===== src/core/fls_pkg.sv =====
// Package: constants, types and timing for the flash lock and security bit block
// Behaviour
// [RQ1] Locked-region erase or program aborts, flags error
// [RQ2] Lock error interrupts only when mode enable set
// [RQ3] Eight lock bits, 32 pages of 64 bytes
// [RQ4] Set-lock sets, clear-lock clears the region bit
// [RQ5] Erase pin clears every lock bit
// [RQ6] Security set refuses debug and fast-port access
// [RQ7] Security set only by command, never cleared by software
// [RQ8] Security clears after erase pin and full erase
// [RQ9] Erase pin held longer than 50 ms
// [RQ10] Two option bits, set or cleared by command
// [RQ11] Option bit 0 enables brownout detector; erase clears
// [RQ12] Option bit 1 enables brownout reset; erase clears
// [RQ13] Eight calibration bits, unchangeable, erase leaves them
// [RQ14] Test and boot pins 0,1 high, 2 low: fast mode
// [RQ15] Fast port takes read, program, erase, lock, protect
// [RQ16] Four pins high 10 s restores boot program
// [RQ17] Erase pin synchronised and qualified by duration
package fls_pkg;
    // ----------------------------------------------------------------
    // Geometry
    // ----------------------------------------------------------------
    localparam int FLS_REGIONS = 8;
    localparam int FLS_PAGES_PER_REGION = 32;
    localparam int FLS_PAGE_BYTES = 64;
    localparam int FLS_PAGE_W = 8;
    localparam int FLS_REGION_LSB = 5;
    localparam int FLS_CAL_W = 8;
    localparam int FLS_GP_W = 2;
    localparam int FLS_CNT_W = 31;
    // ----------------------------------------------------------------
    // Register map and fields
    // ----------------------------------------------------------------
    localparam logic [7:0] FLS_OFS_CMD = 8'h00;
    localparam logic [7:0] FLS_OFS_MODE = 8'h04;
    localparam logic [7:0] FLS_OFS_STATUS = 8'h08;
    localparam logic [7:0] FLS_OFS_NV = 8'h0c;
    localparam int FLS_CMD_LSB = 0;
    localparam int FLS_ARG_LSB = 8;
    localparam int FLS_ST_W = 4;
    localparam int FLS_ST_LOCKERR = 0;
    localparam int FLS_ST_DONE = 1;
    localparam int FLS_ST_REFUSED = 2;
    localparam int FLS_ST_PINERASE = 3;
    localparam logic [FLS_ST_W-1:0] FLS_MODE_RST = 4'h0;
    localparam int FLS_NV_GP_LSB = 8;
    localparam int FLS_NV_SEC = 10;
    localparam int FLS_NV_CAL_LSB = 16;
    localparam int FLS_NV_FAST = 24;
    localparam int FLS_NV_BOOT = 25;
    // ----------------------------------------------------------------
    // Timing
    // ----------------------------------------------------------------
    localparam longint FLS_CLK_HZ = 125_000_000;
    localparam longint FLS_ERASE_MIN_MS = 50;
    localparam longint FLS_BOOT_HOLD_S = 10;
    localparam longint FLS_ERASE_CYC = (FLS_ERASE_MIN_MS * FLS_CLK_HZ + 999) / 1000;
    localparam longint FLS_BOOT_CYC = FLS_BOOT_HOLD_S * FLS_CLK_HZ;
    // ----------------------------------------------------------------
    // Types
    // ----------------------------------------------------------------
    typedef enum logic [3:0] {
        FLS_C_READ = 4'h0, FLS_C_PROG = 4'h1, FLS_C_PERASE = 4'h2, FLS_C_FULL = 4'h3,
        FLS_C_LOCK = 4'h4, FLS_C_UNLOCK = 4'h5, FLS_C_SECURE = 4'h6,
        FLS_C_GPSET = 4'h7, FLS_C_GPCLR = 4'h8
    } fls_cmd_t;
    typedef enum logic [1:0] {
        FLS_K_READ = 2'h0, FLS_K_PROG = 2'h1, FLS_K_PERASE = 2'h2, FLS_K_FULL = 2'h3
    } fls_kind_t;
    typedef enum logic [2:0] {
        FLS_S_IDLE = 3'b001, FLS_S_OP = 3'b010, FLS_S_PIN = 3'b100
    } fls_state_t;
    typedef struct packed {
        logic valid;
        fls_kind_t kind;
        logic [FLS_PAGE_W-1:0] page;
    } fls_op_t;
    typedef struct packed {
        logic valid;
        logic from_fast;
        logic [3:0] cmd;
        logic [FLS_PAGE_W-1:0] page;
    } fls_ext_t;
    typedef struct packed {
        logic valid;
        logic refused;
    } fls_resp_t;
    typedef struct packed {
        logic [FLS_REGIONS-1:0] lock;
        logic [FLS_GP_W-1:0] gpnvm;
        logic security;
        logic [FLS_CAL_W-1:0] calib;
    } fls_nv_t;
    localparam fls_nv_t FLS_NV_RST = '0;
endpackage : fls_pkg


===== src/core/fls_lock.sv =====
// Flash lock, security, option and calibration bit controller
//
// The register offsets and the address-and-strobe port were left to the implementer.
`timescale 1ns/1ns
module fls_lock #(
    parameter logic [fls_pkg::FLS_CNT_W-1:0] P_ERASE_CYC =
        fls_pkg::FLS_CNT_W'(fls_pkg::FLS_ERASE_CYC),
    parameter logic [fls_pkg::FLS_CNT_W-1:0] P_BOOT_CYC =
        fls_pkg::FLS_CNT_W'(fls_pkg::FLS_BOOT_CYC)
) (
    input wire logic i_clk,
    input wire logic i_rst,
    input wire logic [7:0] i_addr,
    input wire logic [31:0] i_wdata,
    input wire logic i_wr,
    input wire logic i_rd,
    output logic [31:0] o_rdata,
    input wire logic i_nv_load,
    input wire fls_pkg::fls_nv_t i_nv_image,
    input wire fls_pkg::fls_ext_t i_ext,
    output fls_pkg::fls_resp_t o_ext_resp,
    output fls_pkg::fls_op_t o_flash_op,
    input wire logic i_flash_done,
    input wire logic i_erase_pin,
    input wire logic i_test_mode_pin,
    input wire logic i_boot_select_pin_0,
    input wire logic i_boot_select_pin_1,
    input wire logic i_boot_select_pin_2,
    output logic o_security,
    output logic o_bod_en,
    output logic o_bod_rst_en,
    output logic [fls_pkg::FLS_CAL_W-1:0] o_calib,
    output logic o_fast_prog_mode,
    output logic o_boot_restore,
    output logic o_irq
);
    import fls_pkg::*;

    fls_state_t state;
    fls_nv_t nv;
    logic [FLS_ST_W-1:0] status;
    logic [FLS_ST_W-1:0] mode;
    logic erase_meta, erase_sync;
    logic [FLS_CNT_W-1:0] erase_cnt;
    logic erase_fire, pin_pend;
    logic [FLS_CNT_W-1:0] boot_cnt;
    // Request arbitration results
    logic sw_cmd, req_valid, req_fast, req_sw;
    logic [3:0] req_cmd;
    logic [FLS_PAGE_W-1:0] req_page;
    logic req_locked, req_busy, req_denied, req_lockerr, req_go;
    logic [FLS_ST_W-1:0] events;

    // ----------------------------------------------------------------
    // Erase pin qualification
    // ----------------------------------------------------------------
    // Two-stage synchroniser; only the second stage feeds the filter
    always_ff @(posedge i_clk or posedge i_rst) begin
        if (i_rst) begin
            erase_meta <= 1'b0;
            erase_sync <= 1'b0;
        end else begin
            erase_meta <= i_erase_pin; // RQ17
            erase_sync <= erase_meta;
        end
    end

    // Duration filter: short glitches never reach the lock bits
    always_ff @(posedge i_clk or posedge i_rst) begin
        if (i_rst) begin
            erase_cnt <= '0;
            erase_fire <= 1'b0;
        end else begin
            erase_fire <= 1'b0;
            if (!erase_sync) begin
                erase_cnt <= '0; // RQ17
            end else if (erase_cnt != P_ERASE_CYC) begin
                erase_cnt <= erase_cnt + 1'b1;
                erase_fire <= (erase_cnt == P_ERASE_CYC - 1'b1); // RQ9
            end
        end
    end

    // ----------------------------------------------------------------
    // Request selection
    // ----------------------------------------------------------------
    // Software command wins over an external port in the same cycle
    always_comb begin
        sw_cmd = i_wr && (i_addr == FLS_OFS_CMD);
        req_sw = sw_cmd;
        req_valid = sw_cmd || i_ext.valid;
        req_fast = !sw_cmd && i_ext.from_fast;
        req_cmd = sw_cmd ? i_wdata[FLS_CMD_LSB +: 4] : i_ext.cmd;
        req_page = sw_cmd ? i_wdata[FLS_ARG_LSB +: FLS_PAGE_W] : i_ext.page;
        req_locked = nv.lock[req_page[FLS_REGION_LSB +: 3]]; // RQ3
        req_busy = (state != FLS_S_IDLE) || pin_pend || erase_fire;
        req_denied = 1'b0;
        if (!req_sw) begin
            if (nv.security) begin
                req_denied = 1'b1; // RQ6
            end else if (req_fast) begin
                req_denied = !o_fast_prog_mode || (req_cmd > FLS_C_SECURE); // RQ15
            end else begin
                req_denied = req_cmd > FLS_C_PERASE;
            end
        end
        if (req_cmd > FLS_C_GPCLR) begin
            req_denied = 1'b1;
        end
        req_lockerr = 1'b0;
        unique case (req_cmd)
            FLS_C_PROG, FLS_C_PERASE: req_lockerr = req_locked; // RQ1
            FLS_C_FULL: req_lockerr = |nv.lock;
            default: req_lockerr = 1'b0;
        endcase
        req_go = req_valid && !req_busy && !req_denied && !req_lockerr;
    end

    // ----------------------------------------------------------------
    // Sequencer and flash operation port
    // ----------------------------------------------------------------
    // Pin erase waits for any running page operation to finish
    always_ff @(posedge i_clk or posedge i_rst) begin
        if (i_rst) begin
            state <= FLS_S_IDLE;
            o_flash_op <= '0;
            pin_pend <= 1'b0;
        end else begin
            o_flash_op.valid <= 1'b0;
            if (erase_fire) begin
                pin_pend <= 1'b1;
            end
            unique case (state)
                FLS_S_IDLE: begin
                    if (pin_pend || erase_fire) begin
                        pin_pend <= 1'b0;
                        o_flash_op <= '{valid: 1'b1, kind: FLS_K_FULL, page: '0}; // RQ8
                        state <= FLS_S_PIN;
                    end else if (req_go && req_cmd <= FLS_C_FULL) begin
                        o_flash_op <= '{valid: 1'b1, kind: fls_kind_t'(req_cmd[1:0]),
                                        page: req_page};
                        state <= FLS_S_OP;
                    end
                end
                FLS_S_OP: begin
                    if (i_flash_done) begin
                        state <= FLS_S_IDLE;
                    end
                end
                FLS_S_PIN: begin
                    if (i_flash_done) begin
                        state <= FLS_S_IDLE;
                    end
                end
                default: state <= FLS_S_IDLE;
            endcase
        end
    end

    // ----------------------------------------------------------------
    // Non-volatile bits
    // ----------------------------------------------------------------
    // Image load restores the cells' content after power-up
    always_ff @(posedge i_clk or posedge i_rst) begin
        if (i_rst) begin
            nv <= FLS_NV_RST;
        end else if (i_nv_load) begin
            nv <= i_nv_image; // RQ10
        end else begin
            if (req_go) begin
                unique case (req_cmd)
                    FLS_C_LOCK: nv.lock[req_page[FLS_REGION_LSB +: 3]] <= 1'b1; // RQ4
                    FLS_C_UNLOCK: nv.lock[req_page[FLS_REGION_LSB +: 3]] <= 1'b0; // RQ4
                    FLS_C_SECURE: nv.security <= 1'b1; // RQ7
                    FLS_C_GPSET: nv.gpnvm[req_page[0]] <= 1'b1; // RQ10
                    FLS_C_GPCLR: nv.gpnvm[req_page[0]] <= 1'b0; // RQ10
                    default: nv.security <= nv.security;
                endcase
            end
            if (erase_fire) begin
                nv.lock <= '0; // RQ5
                nv.gpnvm <= '0; // RQ11 RQ12
            end
            // Security only drops once the pin-driven full erase is done
            if (state == FLS_S_PIN && i_flash_done) begin
                nv.security <= 1'b0; // RQ8
            end
        end
    end

    // Outputs decoded from the stored bits; calibration only from image
    always_ff @(posedge i_clk or posedge i_rst) begin
        if (i_rst) begin
            o_security <= 1'b0;
            o_bod_en <= 1'b0;
            o_bod_rst_en <= 1'b0;
            o_calib <= '0;
        end else begin
            o_security <= nv.security;
            o_bod_en <= nv.gpnvm[0]; // RQ11
            o_bod_rst_en <= nv.gpnvm[1]; // RQ12
            o_calib <= nv.calib; // RQ13
        end
    end

    // ----------------------------------------------------------------
    // Pin straps for fast programming and boot recovery
    // ----------------------------------------------------------------
    // Recovery request holds until a reset, as a power cycle must follow
    always_ff @(posedge i_clk or posedge i_rst) begin
        if (i_rst) begin
            o_fast_prog_mode <= 1'b0;
            boot_cnt <= '0;
            o_boot_restore <= 1'b0;
        end else begin
            o_fast_prog_mode <= i_test_mode_pin && i_boot_select_pin_0 &&
                                i_boot_select_pin_1 && !i_boot_select_pin_2; // RQ14
            if (!(i_test_mode_pin && i_boot_select_pin_0 && i_boot_select_pin_1 &&
                  i_boot_select_pin_2)) begin
                boot_cnt <= '0;
            end else if (boot_cnt != P_BOOT_CYC) begin
                boot_cnt <= boot_cnt + 1'b1;
                if (boot_cnt == P_BOOT_CYC - 1'b1) begin
                    o_boot_restore <= 1'b1; // RQ16
                end
            end
        end
    end

    // ----------------------------------------------------------------
    // External port answer
    // ----------------------------------------------------------------
    // One answer per external request, taken or refused
    always_ff @(posedge i_clk or posedge i_rst) begin
        if (i_rst) begin
            o_ext_resp <= '0;
        end else begin
            o_ext_resp.valid <= i_ext.valid;
            o_ext_resp.refused <= i_ext.valid && (sw_cmd || !req_go); // RQ6
        end
    end

    // ----------------------------------------------------------------
    // Status, mode, interrupt and read port
    // ----------------------------------------------------------------
    always_comb begin
        events = '0;
        events[FLS_ST_LOCKERR] = req_valid && !req_busy && !req_denied && req_lockerr;
        events[FLS_ST_DONE] = (state == FLS_S_OP) && i_flash_done;
        events[FLS_ST_REFUSED] = req_valid && (req_busy || req_denied);
        events[FLS_ST_PINERASE] = (state == FLS_S_PIN) && i_flash_done;
    end

    // Sticky status; a new event beats a same-cycle write-one clear
    always_ff @(posedge i_clk or posedge i_rst) begin
        if (i_rst) begin
            status <= '0;
        end else if (i_wr && i_addr == FLS_OFS_STATUS) begin
            status <= (status & ~i_wdata[FLS_ST_W-1:0]) | events; // RQ1
        end else begin
            status <= status | events; // RQ1
        end
    end

    // Mode register doubles as the interrupt enable mask
    always_ff @(posedge i_clk or posedge i_rst) begin
        if (i_rst) begin
            mode <= FLS_MODE_RST;
        end else if (i_wr && i_addr == FLS_OFS_MODE) begin
            mode <= i_wdata[FLS_ST_W-1:0];
        end
    end

    always_ff @(posedge i_clk or posedge i_rst) begin
        if (i_rst) begin
            o_irq <= 1'b0;
        end else begin
            o_irq <= |(status & mode); // RQ2
        end
    end

    // Read data valid only in the cycle after the strobe
    always_ff @(posedge i_clk or posedge i_rst) begin
        if (i_rst) begin
            o_rdata <= '0;
        end else begin
            o_rdata <= '0;
            if (i_rd) begin
                unique case (i_addr)
                    FLS_OFS_MODE: o_rdata[FLS_ST_W-1:0] <= mode;
                    FLS_OFS_STATUS: o_rdata[FLS_ST_W-1:0] <= status;
                    FLS_OFS_NV: begin
                        o_rdata[FLS_REGIONS-1:0] <= nv.lock;
                        o_rdata[FLS_NV_GP_LSB +: FLS_GP_W] <= nv.gpnvm;
                        o_rdata[FLS_NV_SEC] <= nv.security;
                        o_rdata[FLS_NV_CAL_LSB +: FLS_CAL_W] <= nv.calib;
                        o_rdata[FLS_NV_FAST] <= o_fast_prog_mode;
                        o_rdata[FLS_NV_BOOT] <= o_boot_restore;
                    end
                    default: o_rdata <= '0;
                endcase
            end
        end
    end

    // ----------------------------------------------------------------
    // Assertions
    // ----------------------------------------------------------------
    property p_lock_abort;
        @(posedge i_clk) disable iff (i_rst)
        (req_valid && !req_busy && !req_denied && req_lockerr)
            |=> !o_flash_op.valid && status[FLS_ST_LOCKERR];
    endproperty
    a_lock_abort: assert property (p_lock_abort) // RQ1
        else $error("locked command not aborted");

    property p_irq_gate;
        @(posedge i_clk) disable iff (i_rst)
        (status == 4'h1 && !mode[FLS_ST_LOCKERR]) |=> !o_irq;
    endproperty
    a_irq_gate: assert property (p_irq_gate) // RQ2
        else $error("lock error irq without enable");

    property p_irq_raise;
        @(posedge i_clk) disable iff (i_rst)
        (events[FLS_ST_LOCKERR] && mode[FLS_ST_LOCKERR] && !(i_wr && i_addr != FLS_OFS_CMD))
            |-> ##2 o_irq;
    endproperty
    a_irq_raise: assert property (p_irq_raise) // RQ2
        else $error("enabled lock error gave no irq");

    property p_lock_set;
        @(posedge i_clk) disable iff (i_rst)
        (req_go && req_cmd == FLS_C_LOCK && !erase_fire && !i_nv_load)
            |=> nv.lock[$past(req_page[FLS_REGION_LSB +: 3])];
    endproperty
    a_lock_set: assert property (p_lock_set) // RQ4
        else $error("set-lock did not set region");

    property p_pin_clear;
        @(posedge i_clk) disable iff (i_rst)
        (erase_fire && !i_nv_load) |=> nv.lock == '0 ##1 !o_bod_en && !o_bod_rst_en;
    endproperty
    a_pin_clear: assert property (p_pin_clear) // RQ5 RQ11 RQ12
        else $error("erase pin left bits set");

    property p_sec_refuse;
        @(posedge i_clk) disable iff (i_rst)
        (i_ext.valid && nv.security) |=> o_ext_resp.valid && o_ext_resp.refused;
    endproperty
    a_sec_refuse: assert property (p_sec_refuse) // RQ6
        else $error("secured access not refused");

    property p_sec_hold;
        @(posedge i_clk) disable iff (i_rst)
        (nv.security && !(state == FLS_S_PIN && i_flash_done) && !i_nv_load) |=> nv.security;
    endproperty
    a_sec_hold: assert property (p_sec_hold) // RQ7 RQ8
        else $error("security cleared without pin erase");

    property p_calib_hold;
        @(posedge i_clk) disable iff (i_rst)
        !i_nv_load |=> $stable(nv.calib);
    endproperty
    a_calib_hold: assert property (p_calib_hold) // RQ13
        else $error("calibration bits changed");

    property p_fast_mode;
        @(posedge i_clk) disable iff (i_rst)
        (i_test_mode_pin && i_boot_select_pin_0 && i_boot_select_pin_1 && !i_boot_select_pin_2)
            |=> o_fast_prog_mode;
    endproperty
    a_fast_mode: assert property (p_fast_mode) // RQ14
        else $error("fast programming mode not entered");

    property p_pin_filter;
        @(posedge i_clk) disable iff (i_rst)
        erase_fire |-> $past(erase_sync) && erase_cnt == P_ERASE_CYC;
    endproperty
    a_pin_filter: assert property (p_pin_filter) // RQ17
        else $error("erase acted before qualification");

    c_lock_err: cover property (@(posedge i_clk) disable iff (i_rst) events[FLS_ST_LOCKERR]);
    c_pin_erase: cover property (@(posedge i_clk) disable iff (i_rst)
        events[FLS_ST_PINERASE] && nv.security);
    c_fast_req: cover property (@(posedge i_clk) disable iff (i_rst)
        req_go && req_fast);
    c_boot: cover property (@(posedge i_clk) disable iff (i_rst) $rose(o_boot_restore));
endmodule : fls_lock


===== config.mk =====
export PLATFORM = sky130hd
export DESIGN_NAME = fls_lock
export DESIGN_NICKNAME = d
export VERILOG_FILES = /design/src/core/fls_pkg.sv /design/src/core/fls_lock.sv
export SDC_FILE = /design/constraint.sdc
export NUM_CORES = 1
export LEC_CHECK = 0
export CORE_MARGIN = 8
export CORE_UTILIZATION = 30
export DETAILED_ROUTE_END_ITERATION = 12
export DONT_BUFFER_PORTS = 1
export GPL_ROUTABILITY_DRIVEN = 1
export HOLD_SLACK_MARGIN = 0.02
export PLACE_DENSITY_LB_ADDON = 0.2
export SETUP_SLACK_MARGIN = 0.15
export SYNTH_ARGS = -nofsm -noshare
export SYNTH_HDL_FRONTEND = slang
export SYNTH_SLANG_ARGS = --single-unit

===== constraint.sdc =====
create_clock -name i_clk -period 6 [get_ports i_clk]
set_clock_uncertainty 0.2 [all_clocks]
set_input_delay 0.3 -clock i_clk [delete_from_list [all_inputs] [get_ports i_clk]]
set_output_delay 0.3 -clock i_clk [all_outputs]
set_load 0.02 [all_outputs]

# After elaboration in Yosys (flattened, before gate mapping)
# Index checks and enable logic that the tools add are counted.
# totals
output_inout_bits,59
register_bits,155
# op_classes
addsub,2
n_reduce_logical,50
magnitude_cmp,8
n_mux,41
bitwise,11
eq_ne,23
# op_table
operator,n
2-to-1 mux 31 bit,4
"adder 31 x 1 -> 31 bit, second input constant",2
2-to-1 mux 11 bit,5
"== test 31 x 23 -> 1 bit, second input constant",1
"== test 31 bit, second input constant",1
"inequality test 31 x 23 -> 1 bit, second input constant",1
"inequality test 31 bit, second input constant",1
2-to-1 mux 26 bit,1
2-to-1 mux 10 bit,2
logical AND 1 bit,19
"== test 4 x 3 -> 1 bit, second input constant",4
"== test 8 x 4 -> 1 bit, second input constant",2
one-hot mux 8 bit (2 select lines),1
2-to-1 mux 1 bit,14
one-hot mux 4 bit (3 select lines),1
AND reduction 2 bit,5
2-to-1 mux 3 bit,3
nonzero test 3 bit,3
bitwise AND 4 bit,2
bitwise AND 8 bit,1
"== test 4 x 2 -> 1 bit, second input constant",2
"== test 8 x 3 -> 1 bit, second input constant",1
zero test 8 bit,1
2-to-1 mux 4 bit,2
39 further kinds,56

# Logic depth before layout (Yosys ltp)
# Gate-level depths: netlist (run 1).
# depth
word_depth,16
mapped_depth,10
depth_no_buf,7

# Worst setup path after synthesis (run 1)
# No wires, ideal clock.
# synth_timing
kind,flip-flop to flip-flop
from,register state[0]
to,register o_flash_op[8] (netlist name)
slack_ns,3.742
period_less_slack_ns,2.258
setup_time_ns,0.123
stages_incl_launch_ff,8
n_path_buf,1
required_time_ns,5.677
arrival_ns,1.936
cell_sequence,dfstp_2 or3b_1 nor2_1 nand4_2 a221oi_2 buf_2 o2111ai_1 o221a_2
# synth_via
elab_chain_len,10
elab_cells_between_ends,11
# synth_rtl
element,line,source
"start, declared",fls_lock.sv:39,fls_state_t state;
"start signal, assigned",fls_lock.sv:125,state <= FLS_S_IDLE;
"start signal, assigned",fls_lock.sv:138,state <= FLS_S_PIN;
"start signal, assigned",fls_lock.sv:142,state <= FLS_S_OP;
inequality test 3 x 1 -> 1 bit,fls_lock.sv:96,req_busy = (state != FLS_S_IDLE) || pin_pend || erase_fire;
logical OR 1 bit (2 in series),fls_lock.sv:96,
zero test 1 bit,fls_lock.sv:116,req_go = req_valid && !req_busy && !req_denied && !req_lockerr;
logical AND 1 bit (3 in series),fls_lock.sv:116,
logical AND 1 bit,fls_lock.sv:139,end else if (req_go && req_cmd <= FLS_C_FULL) begin
nonzero test 2 bit (no source line),--,
AND reduction 2 bit (no source line) (*),--,
"end signal, assigned",fls_lock.sv:137,"o_flash_op <= '{valid: 1'b1, kind: FLS_K_FULL, page: '0};"
"end signal, assigned",fls_lock.sv:140,"o_flash_op <= '{valid: 1'b1, kind: fls_kind_t'(req_cmd[1:0]),"
"end, declared",fls_lock.sv:22,"output fls_pkg::fls_op_t o_flash_op,"
# Mark *: on every way between the ends. The rest lies on a longest branch, timed or not.
# A chain may end at the register's enable or synchronous reset.

# Worst setup path after layout (run 1)
# layout_timing
from,input i_addr[4]
to,register o_flash_op[8] (netlist name)
# layout_via
elab_chain_len,15
elab_cells_between_ends,33
# layout_rtl
element,line,source
"start, declared",fls_lock.sv:13,"input wire logic [7:0] i_addr,"
zero test 8 bit (*),fls_lock.sv:89,sw_cmd = i_wr && (i_addr == FLS_OFS_CMD);
logical AND 1 bit (*),fls_lock.sv:89,
2-to-1 mux 4 bit,fls_lock.sv:93,req_cmd = sw_cmd ? i_wdata[FLS_CMD_LSB +: 4] : i_ext.cmd;
> comparator 4 x 3 -> 1 bit,fls_lock.sv:102,req_denied = !o_fast_prog_mode || (req_cmd > FLS_C_SECURE);
logical OR 1 bit,fls_lock.sv:102,
2-to-1 mux 1 bit,fls_lock.sv:101,end else if (req_fast) begin
2-to-1 mux 1 bit,fls_lock.sv:99,if (nv.security) begin
2-to-1 mux 1 bit,fls_lock.sv:98,if (!req_sw) begin
2-to-1 mux 1 bit,fls_lock.sv:107,if (req_cmd > FLS_C_GPCLR) begin
zero test 1 bit,fls_lock.sv:116,
logical AND 1 bit (2 in series),fls_lock.sv:116,
logical AND 1 bit,fls_lock.sv:139,
nonzero test 2 bit (no source line),--,
AND reduction 2 bit (no source line),--,
# Mark *: on every way between the ends. The rest lies on a longest branch, timed or not. The select of a mux whose other input is x is not followed.

==> run metrics, run 1 <==
Mapped Avg Cell Area=10.3 µm²; Final ANT Viol Nets=0; post-synthesis sequential area ratio=49.2%; final-layout fill cell count=2386; vias in the first global route=5565; setup slack, reg-to-reg=2630 ps; Post-Syn Area=7330 µm²; Leak Pwr=3.62 nW; data required time of the critical path=6170 ps; commonest non-fill, non-tap cells in the layout=dfrtp_1 (143), nor2_1 (88), nand2_1 (53), dlygate4sd3_1 (53), nand3_1 (36); gpl congestion=0.828; Crit. End Element=flop; CTS Buf Count=17; FF+latch count, synth=144; clock sink count=144; ANT cells=0; top-level I/O count=143; post-route minimum period=3830 ps; # DRC=0; register area=3600 µm²; Tot Pwr=0.00232 W; number of enable flip-flop cells after synthesis=0; Post-Synth XOR/XNOR Area=6.21%; largest family of logic cells by synthesized area=simple AND/OR/NAND/NOR gates; crit share post-route=63.8%; GR Overflow Total=0; cell count after synthesis=710; mean number of vias per cell=4.99; H-tree levels=4; initial antenna violation count=1; post-synthesis compound-gate area fraction=11.1%; Worst-path clk slew=70 ps; Worst slew margin=23.5%; Max Clock Freq=0.261 GHz; detailed-route wire length per cell=17.3 µm; status=completed; via count=5461; max cap viols=0; worst-case clock buffer depth=2; hold crit path type=input port to flop; setup TNS=0 ps; dpl hpwl=13.3 mm; Worst EP arrival=4000 ps; Yosys top cell by area=dfrtp_1; Post-Synth Adder-Cell Area=0.682%; total die area=29700 µm²; final WL=18.9 mm; synth top area cells=dfrtp_1 (49%), nor2_1 (4.5%), mux2_2 (3.4%); DR iter-0 viols=354; max-slew violations=0; Die X=172 µm; Clk Latency, worst-skew pair=430 ps; CTS tree=built; commonest non-fill, non-tap cell in the layout=dfrtp_1; Setup Crit Path Kind=input port to flop; Slew @ Worst Pin=1140 ps; CP Max Fanout=22; async set or reset register ratio after synthesis=100%; Synth top area share=48.8%; pin count of the biggest net entering global routing=87; CORE AREA=24200 µm²; Placed Cells=1009; Post-Layout Cell Count=1094; Tot GR Track Use=12.9%; Layout area overhead=18.7%; Power Dens Cells=267 nW/µm²; clk root buf=clkbuf_16; Die Y=172 µm; Simple-Gate Fraction of Synth Area=21.6%; count of final setup violators=0; row count=57; Layout Nets=845; post-CTS setup buffers=0; Main synth FF type=dfrtp_1; Max IR drop VDD=0.170 mV; mux cell area share after synthesis=6.91%; Initial Utilization=30.3%; startpoint type of the worst setup path=input port; Distinct cells, synth=82; area of the multi-input gates=3450 µm²; layout cell share with drive strength beyond 1=11.9%; first-pass GRT wire length=30.2 mm; RSZ-0062 raised after global routing=no; yosys warns=0; PortBufs=0; DR pass1 iterations=4; Final Hold Fails=0
==> cells by family after synthesis <==
family	Yosys count
compound gates	106
xor+xnor	52
fa+ha+maj	4
buf+inv	57
flops	144
mux	45
other cells	1
simple gates	301
==> cell usage after synthesis (all sizes together), types with 4 or more instances <==
| library cell | instances |
|---|---|
| or3 | 11 |
| ha | 4 |
| nand4 | 16 |
| xor2 | 28 |
| nand3 | 36 |
| and2 | 23 |
| o21a | 4 |
| o2bb2ai | 7 |
| or2 | 5 |
| mux2 | 27 |
| dfrtp | 143 |
| and3 | 10 |
| nor4 | 11 |
| or4 | 4 |
| nor2b | 4 |
| buf | 27 |
| o211ai | 17 |
| clkbuf | 11 |
| nor2 | 89 |
| o21ai | 13 |
| nand2b | 7 |
| nor3 | 15 |
| nand2 | 53 |
| mux2i | 18 |
| a22oi | 11 |
| a21oi | 18 |
| inv | 19 |
| o31ai | 6 |
| xnor2 | 24 |
==> worst max-delay path: stages <==
cell and delay (ps):
dlygate4sd3_1 570, nor4_4 230, nand3_1 860, buf_4 520, mux2_4 330, a221oi_4 510
o21a_2 410, o221a_2 250
==> layout make-up <==
type                       instances  area share [%]
timing repair buffer              56            6.35
clock inverter                    15            2.11
multi-input combinational        519            39.7
clock buffer                      17            4.89
sequential                       144            41.4
tap                              324            4.66
inverter                          19           0.877
==> metal layers <==
| metal | share of wire, % | vias up | GRT usage [%] |
|---|---|---|---|
| li1 | - | 2604 | - |
| met1 | 45 | 2730 | 16.4 |
| met2 | 48 | 114 | 21.3 |
| met3 | 6.3 | 11 | 3.47 |
| met4 | 0.70 | 2 | 3.37 |
| met5 | 0.063 | - | 0 |
==> registers in the layout, indices dropped and copies added, names as in the netlist, 3 cells and up <==
register and cells:
nv 19, o_flash_op 11, boot_cnt 31, state 3, o_rdata 21, erase_cnt 31, mode 4, status 4
o_calib 8
==> report_power, final <==
part           internal (W)  switching, W  total (W)
clock              0.000567      0.000506    0.00107
sequential          0.00101     0.0000705    0.00108
combinational     0.0000761     0.0000897   0.000166
total               0.00165      0.000666    0.00232
==> final timing paths <==
path	cells past startpoint	to	start
worst max-delay path	8	o_flash_op[8]	i_addr[4]
worst min-delay path	3	o_rdata[1]	i_addr[2]
worst max register to register	6	o_flash_op[8]	state[0]
worst min register to register	0	erase_sync	erase_meta
max in group asynchronous	3	boot_cnt[24]	i_rst
min in group asynchronous	2	erase_cnt[16]	i_rst
==> repair_timing <==
action	4_1_cts	5_1_grt
setup endpoints to repair	0	0
hold endpoints to repair	128	0
hold buffers	53	0
resized for setup	0	0
==> through the flow <==
step           area [µm²]  hold WS (ps)  util (%)  setup WS [ps]
6_report             8700          41.8      36.0           2170
5_1_grt              8700          32.6      36.0           1990
4_1_cts              8700          28.0      36.0           2150
3_5_place_dp         7560           132      31.3           2120
3_3_place_gp         7560           132      31.3           2200
2_1_floorplan        7370           131         -           1640
Power figures use the tool's default switching activity.
==> run 2: changes to the inputs <==
Clock period 6 ns to 3.1 ns, I/O delays scaled along.
==> run 2 against run 1 <==
Compared with the run above: critical path depth down 2; via count rose by 3.4%; register-to-register slack worse by 2300 ps; utilization grew 1.1 points; largest power group unchanged; wire length grew 1.0%.
==> run metrics, run 2 (synthesis gave the netlist of run 1 again) <==
status=completed; vias in the first global route=5775 (+3.8%); H-tree levels=4 (unchanged); Layout Nets=874 (+3.4%); Max Clock Freq=0.349 GHz; detailed-route wire length per cell=17.0 µm (-1.6%); count of final setup violators=0 (unchanged); area of the multi-input gates=3460 µm² (+0.18%); CORE AREA=24200 µm² (unchanged); Slew @ Worst Pin=1190 ps (+46.4 ps); minimum hold slack=38.7 ps (-3.05 ps); Post-Layout Cell Count=1123 (+2.7%); # DRC=0 (unchanged); CP max stage cell=dlygate4sd3_1; Die Y=172 µm (unchanged); CTS Buf Count=17 (unchanged); total die area=29700 µm² (unchanged); Worst EP arrival=2970 ps (-1030 ps); Initial Utilization=30.3% (unchanged); Die X=172 µm (unchanged); CP Max Fanout=23 (+4.5%); ANT cells=0 (unchanged); clock sink count=144 (unchanged); layout cell share with drive strength beyond 1=12.9% (+0.94 points); register area=3600 µm² (unchanged); Tot GR Track Use=13.2% (+0.25 points); max incr delay on CP=1330 ps (+470 ps); Clk Latency, worst-skew pair=420 ps (about the same); CP delay by family, top=buffers and inverters; initial antenna violation count=1 (unchanged); RSZ-0062 raised after global routing=yes; sw frac=26.8% (-1.9 points); CTS tree=built; Setup Crit Path Kind=input port to flop; startpoint type of the worst setup path=input port; clock network power share=45.1% (-1.1 points); critical path cell sequence=dlygate4sd3_1 > nor2_1 > o21a_2 > a32oi_1 > dlygate4sd3_1 > o2bb2ai_1; PortBufs=0 (unchanged); Crit path top cell by count=dlygate4sd3_1; Leak Pwr=3.74 nW (+3.5%); final-layout fill cell count=2377 (-0.38%); Tot Pwr=0.00447 W (+93%); Power Dens Cells=498 nW/µm² (+87%); worst-case clock buffer depth=2 (unchanged); final core occ=37.1% (+1.1 points); setup TNS=0 ps (unchanged); DR pass1 iterations=4 (unchanged); switching pwr=0.00120 W (+80%); Crit path buffers/inverters=2 (unchanged); crit share post-route=92.5%; Worst slew margin=20.4% (-3.1 points); mean number of vias per cell=5.03 (+0.75%); DR iter-0 viols=307 (-13%); top-level I/O count=143 (unchanged); Placed Cells=1017 (+0.79%); gpl congestion=0.844 (+1.9%); data required time of the critical path=3200 ps (-2970 ps); Final Hold Fails=0 (unchanged); dpl hpwl=13.6 mm (+1.8%); pin count of the biggest net entering global routing=57 (-34%); post-route minimum period=2870 ps; hold crit path type=input port to flop; clk root buf=clkbuf_16; Layout area overhead=22.4%; Crit. End Element=flop; post-CTS setup buffers=0 (unchanged); Max IR drop VDD=0.289 mV (+70%); final WL=19.1 mm (+1.0%); row count=57 (unchanged); max cap viols=0 (unchanged); Logic pwr share=8.0% (+0.9 points); commonest non-fill, non-tap cells in the layout=dfrtp_1 (143), nor2_1 (86), dlygate4sd3_1 (74); Final ANT Viol Nets=0 (unchanged); P_int=0.00327 W (+98%); top flop regs=boot_cnt: 31 flops, erase_cnt: 31 flops, o_rdata: 21 flops; Seq pwr share=46.9% (+0.3 points); max-slew violations=0 (unchanged); commonest non-fill, non-tap cell in the layout=dfrtp_1; GR Overflow Total=0 (unchanged); via count=5648 (+3.4%); Worst-path clk slew=70 ps (about the same); first-pass GRT wire length=30.9 mm (+2.4%)
[run 2: timing repair]
action | in CTS | in global routing
hold buffers | 74 | 0
gates resized for setup | 0 | 3
endpoints found under the setup margin | 0 | 14
hold endpoints to repair | 216 | 0
[run 2: worst register-to-register path, cell delays in order (launching register included)]
cell and delay [ps]:
dfstp_2 550, or3b_1 410, nor2_2 190, nand4_2 220, and2_4 230, o31ai_1 240, o21ai_1 90, dlygate4sd3_1 550
[run 2: cell type report]
cell class / instances / area share [%]
clock buffer: 17 / 4.74
clock inverter: 15 / 1.77
inverter: 19 / 0.836
multi-input combinational: 519 / 38.5
sequential: 144 / 40.1
tap: 324 / 4.52
timing repair buffer: 85 / 9.45
[run 2: final timing paths]
check,startpoint,to,slack [ps],cells past startpoint
min in group asynchronous,i_rst,boot_cnt[4],80,2
max in group asynchronous,i_rst,o_bod_rst_en,1910,3
min reg2reg,erase_meta,erase_sync,150,0
max reg2reg,state[0],nv[9],300,7
max,i_nv_load,nv[13],230,6
min,i_test_mode_pin,boot_cnt[10],40,2
[run 2: stage by stage]
stage	setup slack [ps]	instance area, µm²
finish	232	8980
floorplan	842	7370
global placement	481	7650
detailed placement	444	7650
CTS	233	8970
global route	134	8980
[run 2: power groups by stage]
| stage | Combinational (W) | Clock (W) | Sequential (W) |
|---|---|---|---|
| floorplan | 0.000236 | 0 | 0.00210 |
| global placement | 0.000260 | 0 | 0.00213 |
| detailed placement | 0.000269 | 0 | 0.00213 |
| CTS | 0.000359 | 0.00209 | 0.00210 |
| global route | 0.000395 | 0.00217 | 0.00211 |
| finish | 0.000357 | 0.00202 | 0.00210 |
[run 2: layer usage]
| metal | vias to the layer above | track usage [%] | wire [µm] |
|---|---|---|---|
| li1 | 2657 | - | - |
| met1 | 2813 | 16.9 | 8440 |
| met2 | 156 | 21.5 | 9170 |
| met3 | 20 | 2.72 | 1240 |
| met4 | 2 | 4.87 | 242 |
| met5 | - | 0 | 12 |
==> run 3: changes to the inputs <==
Settings changed: CORE_UTILIZATION 30 to 35.
==> run 3 against run 2 <==
Compared with the run above: hold slack got worse by 25 ps; non-clock buffer count increased by 2; die area decreased by 13%; global-route usage increased by 1.5 points; setup slack improved by 44 ps; combinational power about the same; register-to-register slack got worse by 20 ps; largest cell class unchanged.
==> run metrics, run 3 (synthesis gave the netlist of run 1 again) <==
Worst Hold Path EP=o_rdata[23]; DR iter-0 viols=399 (+30%); vias in the first global route=5934 (+2.8%); mean number of vias per cell=5.29 (+5.1%); pin count of the biggest net entering global routing=145 (+150%); Die X=161 µm (-6.7%); top flop regs=boot_cnt: 31 flops, erase_cnt: 31 flops, o_rdata: 21 flops; top-level I/O count=143 (unchanged); P_int=0.00323 W (-1.4%); row count=53 (-7.0%); startpoint type of the worst setup path=input port; max incr delay on CP=660 ps (-670 ps); Worst slew margin=33.5% (+13 points); met3 usage=4.20% (+1.5 points); setup TNS=0 ps (unchanged); Die Y=161 µm (-6.7%); data required time of the critical path=3250 ps (+50 ps); Hold Crit Start=i_addr[1]; Setup Crit Path Kind=input port to flop; count of final setup violators=0 (unchanged); total die area=25800 µm² (-13%); Initial Utilization=35.2% (+4.9 points); Leak Pwr=3.77 nW (+0.67%); Crit. End Element=flop; Seq pwr share=46.3% (-0.6 points); PortBufs=0 (unchanged); Tot GR Track Use=14.7% (+1.5 points); Final ANT Viol Nets=0 (unchanged); worst-case clock buffer depth=2 (unchanged); FF-to-FF Start=state[0]; max-slew violations=0 (unchanged); max cap viols=0 (unchanged); via count=5688 (+0.71%); clock sink count=144 (unchanged); Crit Reg-Reg Endpoint=nv[9]; Power Dens Cells=504 nW/µm² (+1.2%); crit share post-route=91.1% (-1.4 points); GR Overflow Total=0 (unchanged); Worst R2R Path Depth=7 (unchanged); Logic pwr share=7.9% (about the same); clock network power share=45.7% (+0.6 points); dpl hpwl=12.7 mm (-6.0%); critical path cell sequence=dlygate4sd3_1 > nor2_2 > nand3_1 > buf_12 > mux2i_1 > o21a_2 > a32oi_1 > dlygate4sd3_1 > o2bb2ai_1; Layout area overhead=22.6%; Final Hold Fails=0 (unchanged); Slew @ Worst Pin=995 ps (-196 ps); Layout Nets=876 (+0.23%); first-pass GRT wire length=31.0 mm (+0.31%); CP max stage cell=dlygate4sd3_1; switching pwr=0.00131 W (+8.9%); Crit path top cell by count=dlygate4sd3_1; H-tree levels=4 (unchanged); Clk Latency, worst-skew pair=430 ps (about the same); met1 Use GR=18.2% (+1.3 points); post-CTS setup buffers=0 (unchanged); detailed-route wire length per cell=17.5 µm (+2.8%); Hold Path Stages=4 (+2); clk root buf=clkbuf_16; Worst-path clk slew=70 ps (about the same); Max IR drop VDD=0.295 mV (+1.9%); RSZ-0062 raised after global routing=no; DR pass1 iterations=5 (+1); Worst EP arrival=2980 ps (about the same); Max Clock Freq=0.354 GHz (+1.5%); PnR worst setup slack=276 ps (+43.7 ps); CP Max Fanout=29 (+26%); commonest non-fill, non-tap cell in the layout=dfrtp_1; initial antenna violation count=0 (-1); Tot Pwr=0.00453 W (+1.4%); setup slack, reg-to-reg=280 ps (-20 ps); CTS tree=built; gr busiest metal=met2; commonest non-fill, non-tap cells in the layout=dfrtp_1 (143), nor2_1 (87), dlygate4sd3_1 (78); sw frac=28.8% (+2.0 points); final WL=18.8 mm (-1.5%); # DRC=0 (unchanged); M2 GR Usage=23.7% (+2.3 points); CORE AREA=20800 µm² (-14%); layout cell share with drive strength beyond 1=12.5% (-0.41 points); hold crit path type=input port to flop; gpl congestion=0.853 (+1.1%); Post-Place Setup Slack=510 ps (+66.0 ps); ANT cells=0 (unchanged); CTS Buf Count=17 (unchanged); status=completed; post-route minimum period=2820 ps (-43.7 ps); crit path from=i_addr[2]
==> run 3: cell count changes in the layout (fill, tap and decap cells not counted), sizes merged <==
| cell | change |
|---|---|
| inv | -3 |
| clkinvlp | -3 |
| clkinv | +7 |
| buf | -2 |
| dlygate4sd3 | +4 |
| bufinv | -1 |
==> run 3: how the worst max path moves through the flow <==
| stage | slack (ps) | depth (start not counted) | end |
|---|---|---|---|
| global route | 90 | 8 | nv[9] |
| finish | 280 | 9 | nv[13] |
| floorplan | 840 | 7 | o_flash_op[8] |
| global placement | 570 | 6 | o_flash_op[8] |
| CTS | 250 | 9 | nv[13] |
| detailed placement | 510 | 6 | o_flash_op[8] |
==> run 3: worst max-delay path: cells and delay by family <==
kind	cells	cell delay, ps
AND/OR/NAND/NOR	2	420
buffers and inverters	3	1490
AO/OA/AOI/OAI	3	550
multiplexers	1	350
==> run 3: metal layers <==
metal  vias up  part of all wire, %
li1       2666                    -
met1      2804                   44
met2       184                   47
met3        34                  6.1
met4         0                  2.2
met5         -                    0
==> run 3: area by class of cell <==
| class | count | area [µm²] |
|---|---|---|
| repair buffers | 87 | 877 |
| well taps | 275 | 344 |
| clock inverters | 15 | 184 |
| clock buffers | 17 | 425 |
| multi-input cells | 519 | 3480 |
| flip-flops and latches | 144 | 3600 |
| fillers | 1944 | 11800 |
| inverters | 19 | 75.1 |
==> run 3: power by group through the flow <==
stage	registers, W	logic, W	clock network [W]
2_1_floorplan	0.00210	0.000236	0
3_3_place_gp	0.00213	0.000255	0
3_5_place_dp	0.00214	0.000263	0
4_1_cts	0.00210	0.000356	0.00214
5_1_grt	0.00211	0.000395	0.00222
6_report	0.00210	0.000359	0.00207
==> run 3: repair_timing <==
| item | 4_1_cts | 5_1_grt |
|---|---|---|
| gates resized for setup | 0 | 5 |
| setup endpoints to repair | 0 | 4 |
| hold endpoints to repair | 224 | 0 |
| hold buffers | 78 | 0 |
==> run 3: stage by stage <==
step	utilization [%]	instance area, µm²	hold WS [ps]	cells
floorplan	-	7370	-13.6	720
global placement	36.4	7570	-13.5	966
detailed placement	36.4	7570	-13.5	966
CTS	43.0	8960	22.1	1076
global route	43.2	8990	41.5	1076
finish	43.2	8990	14.1	1076
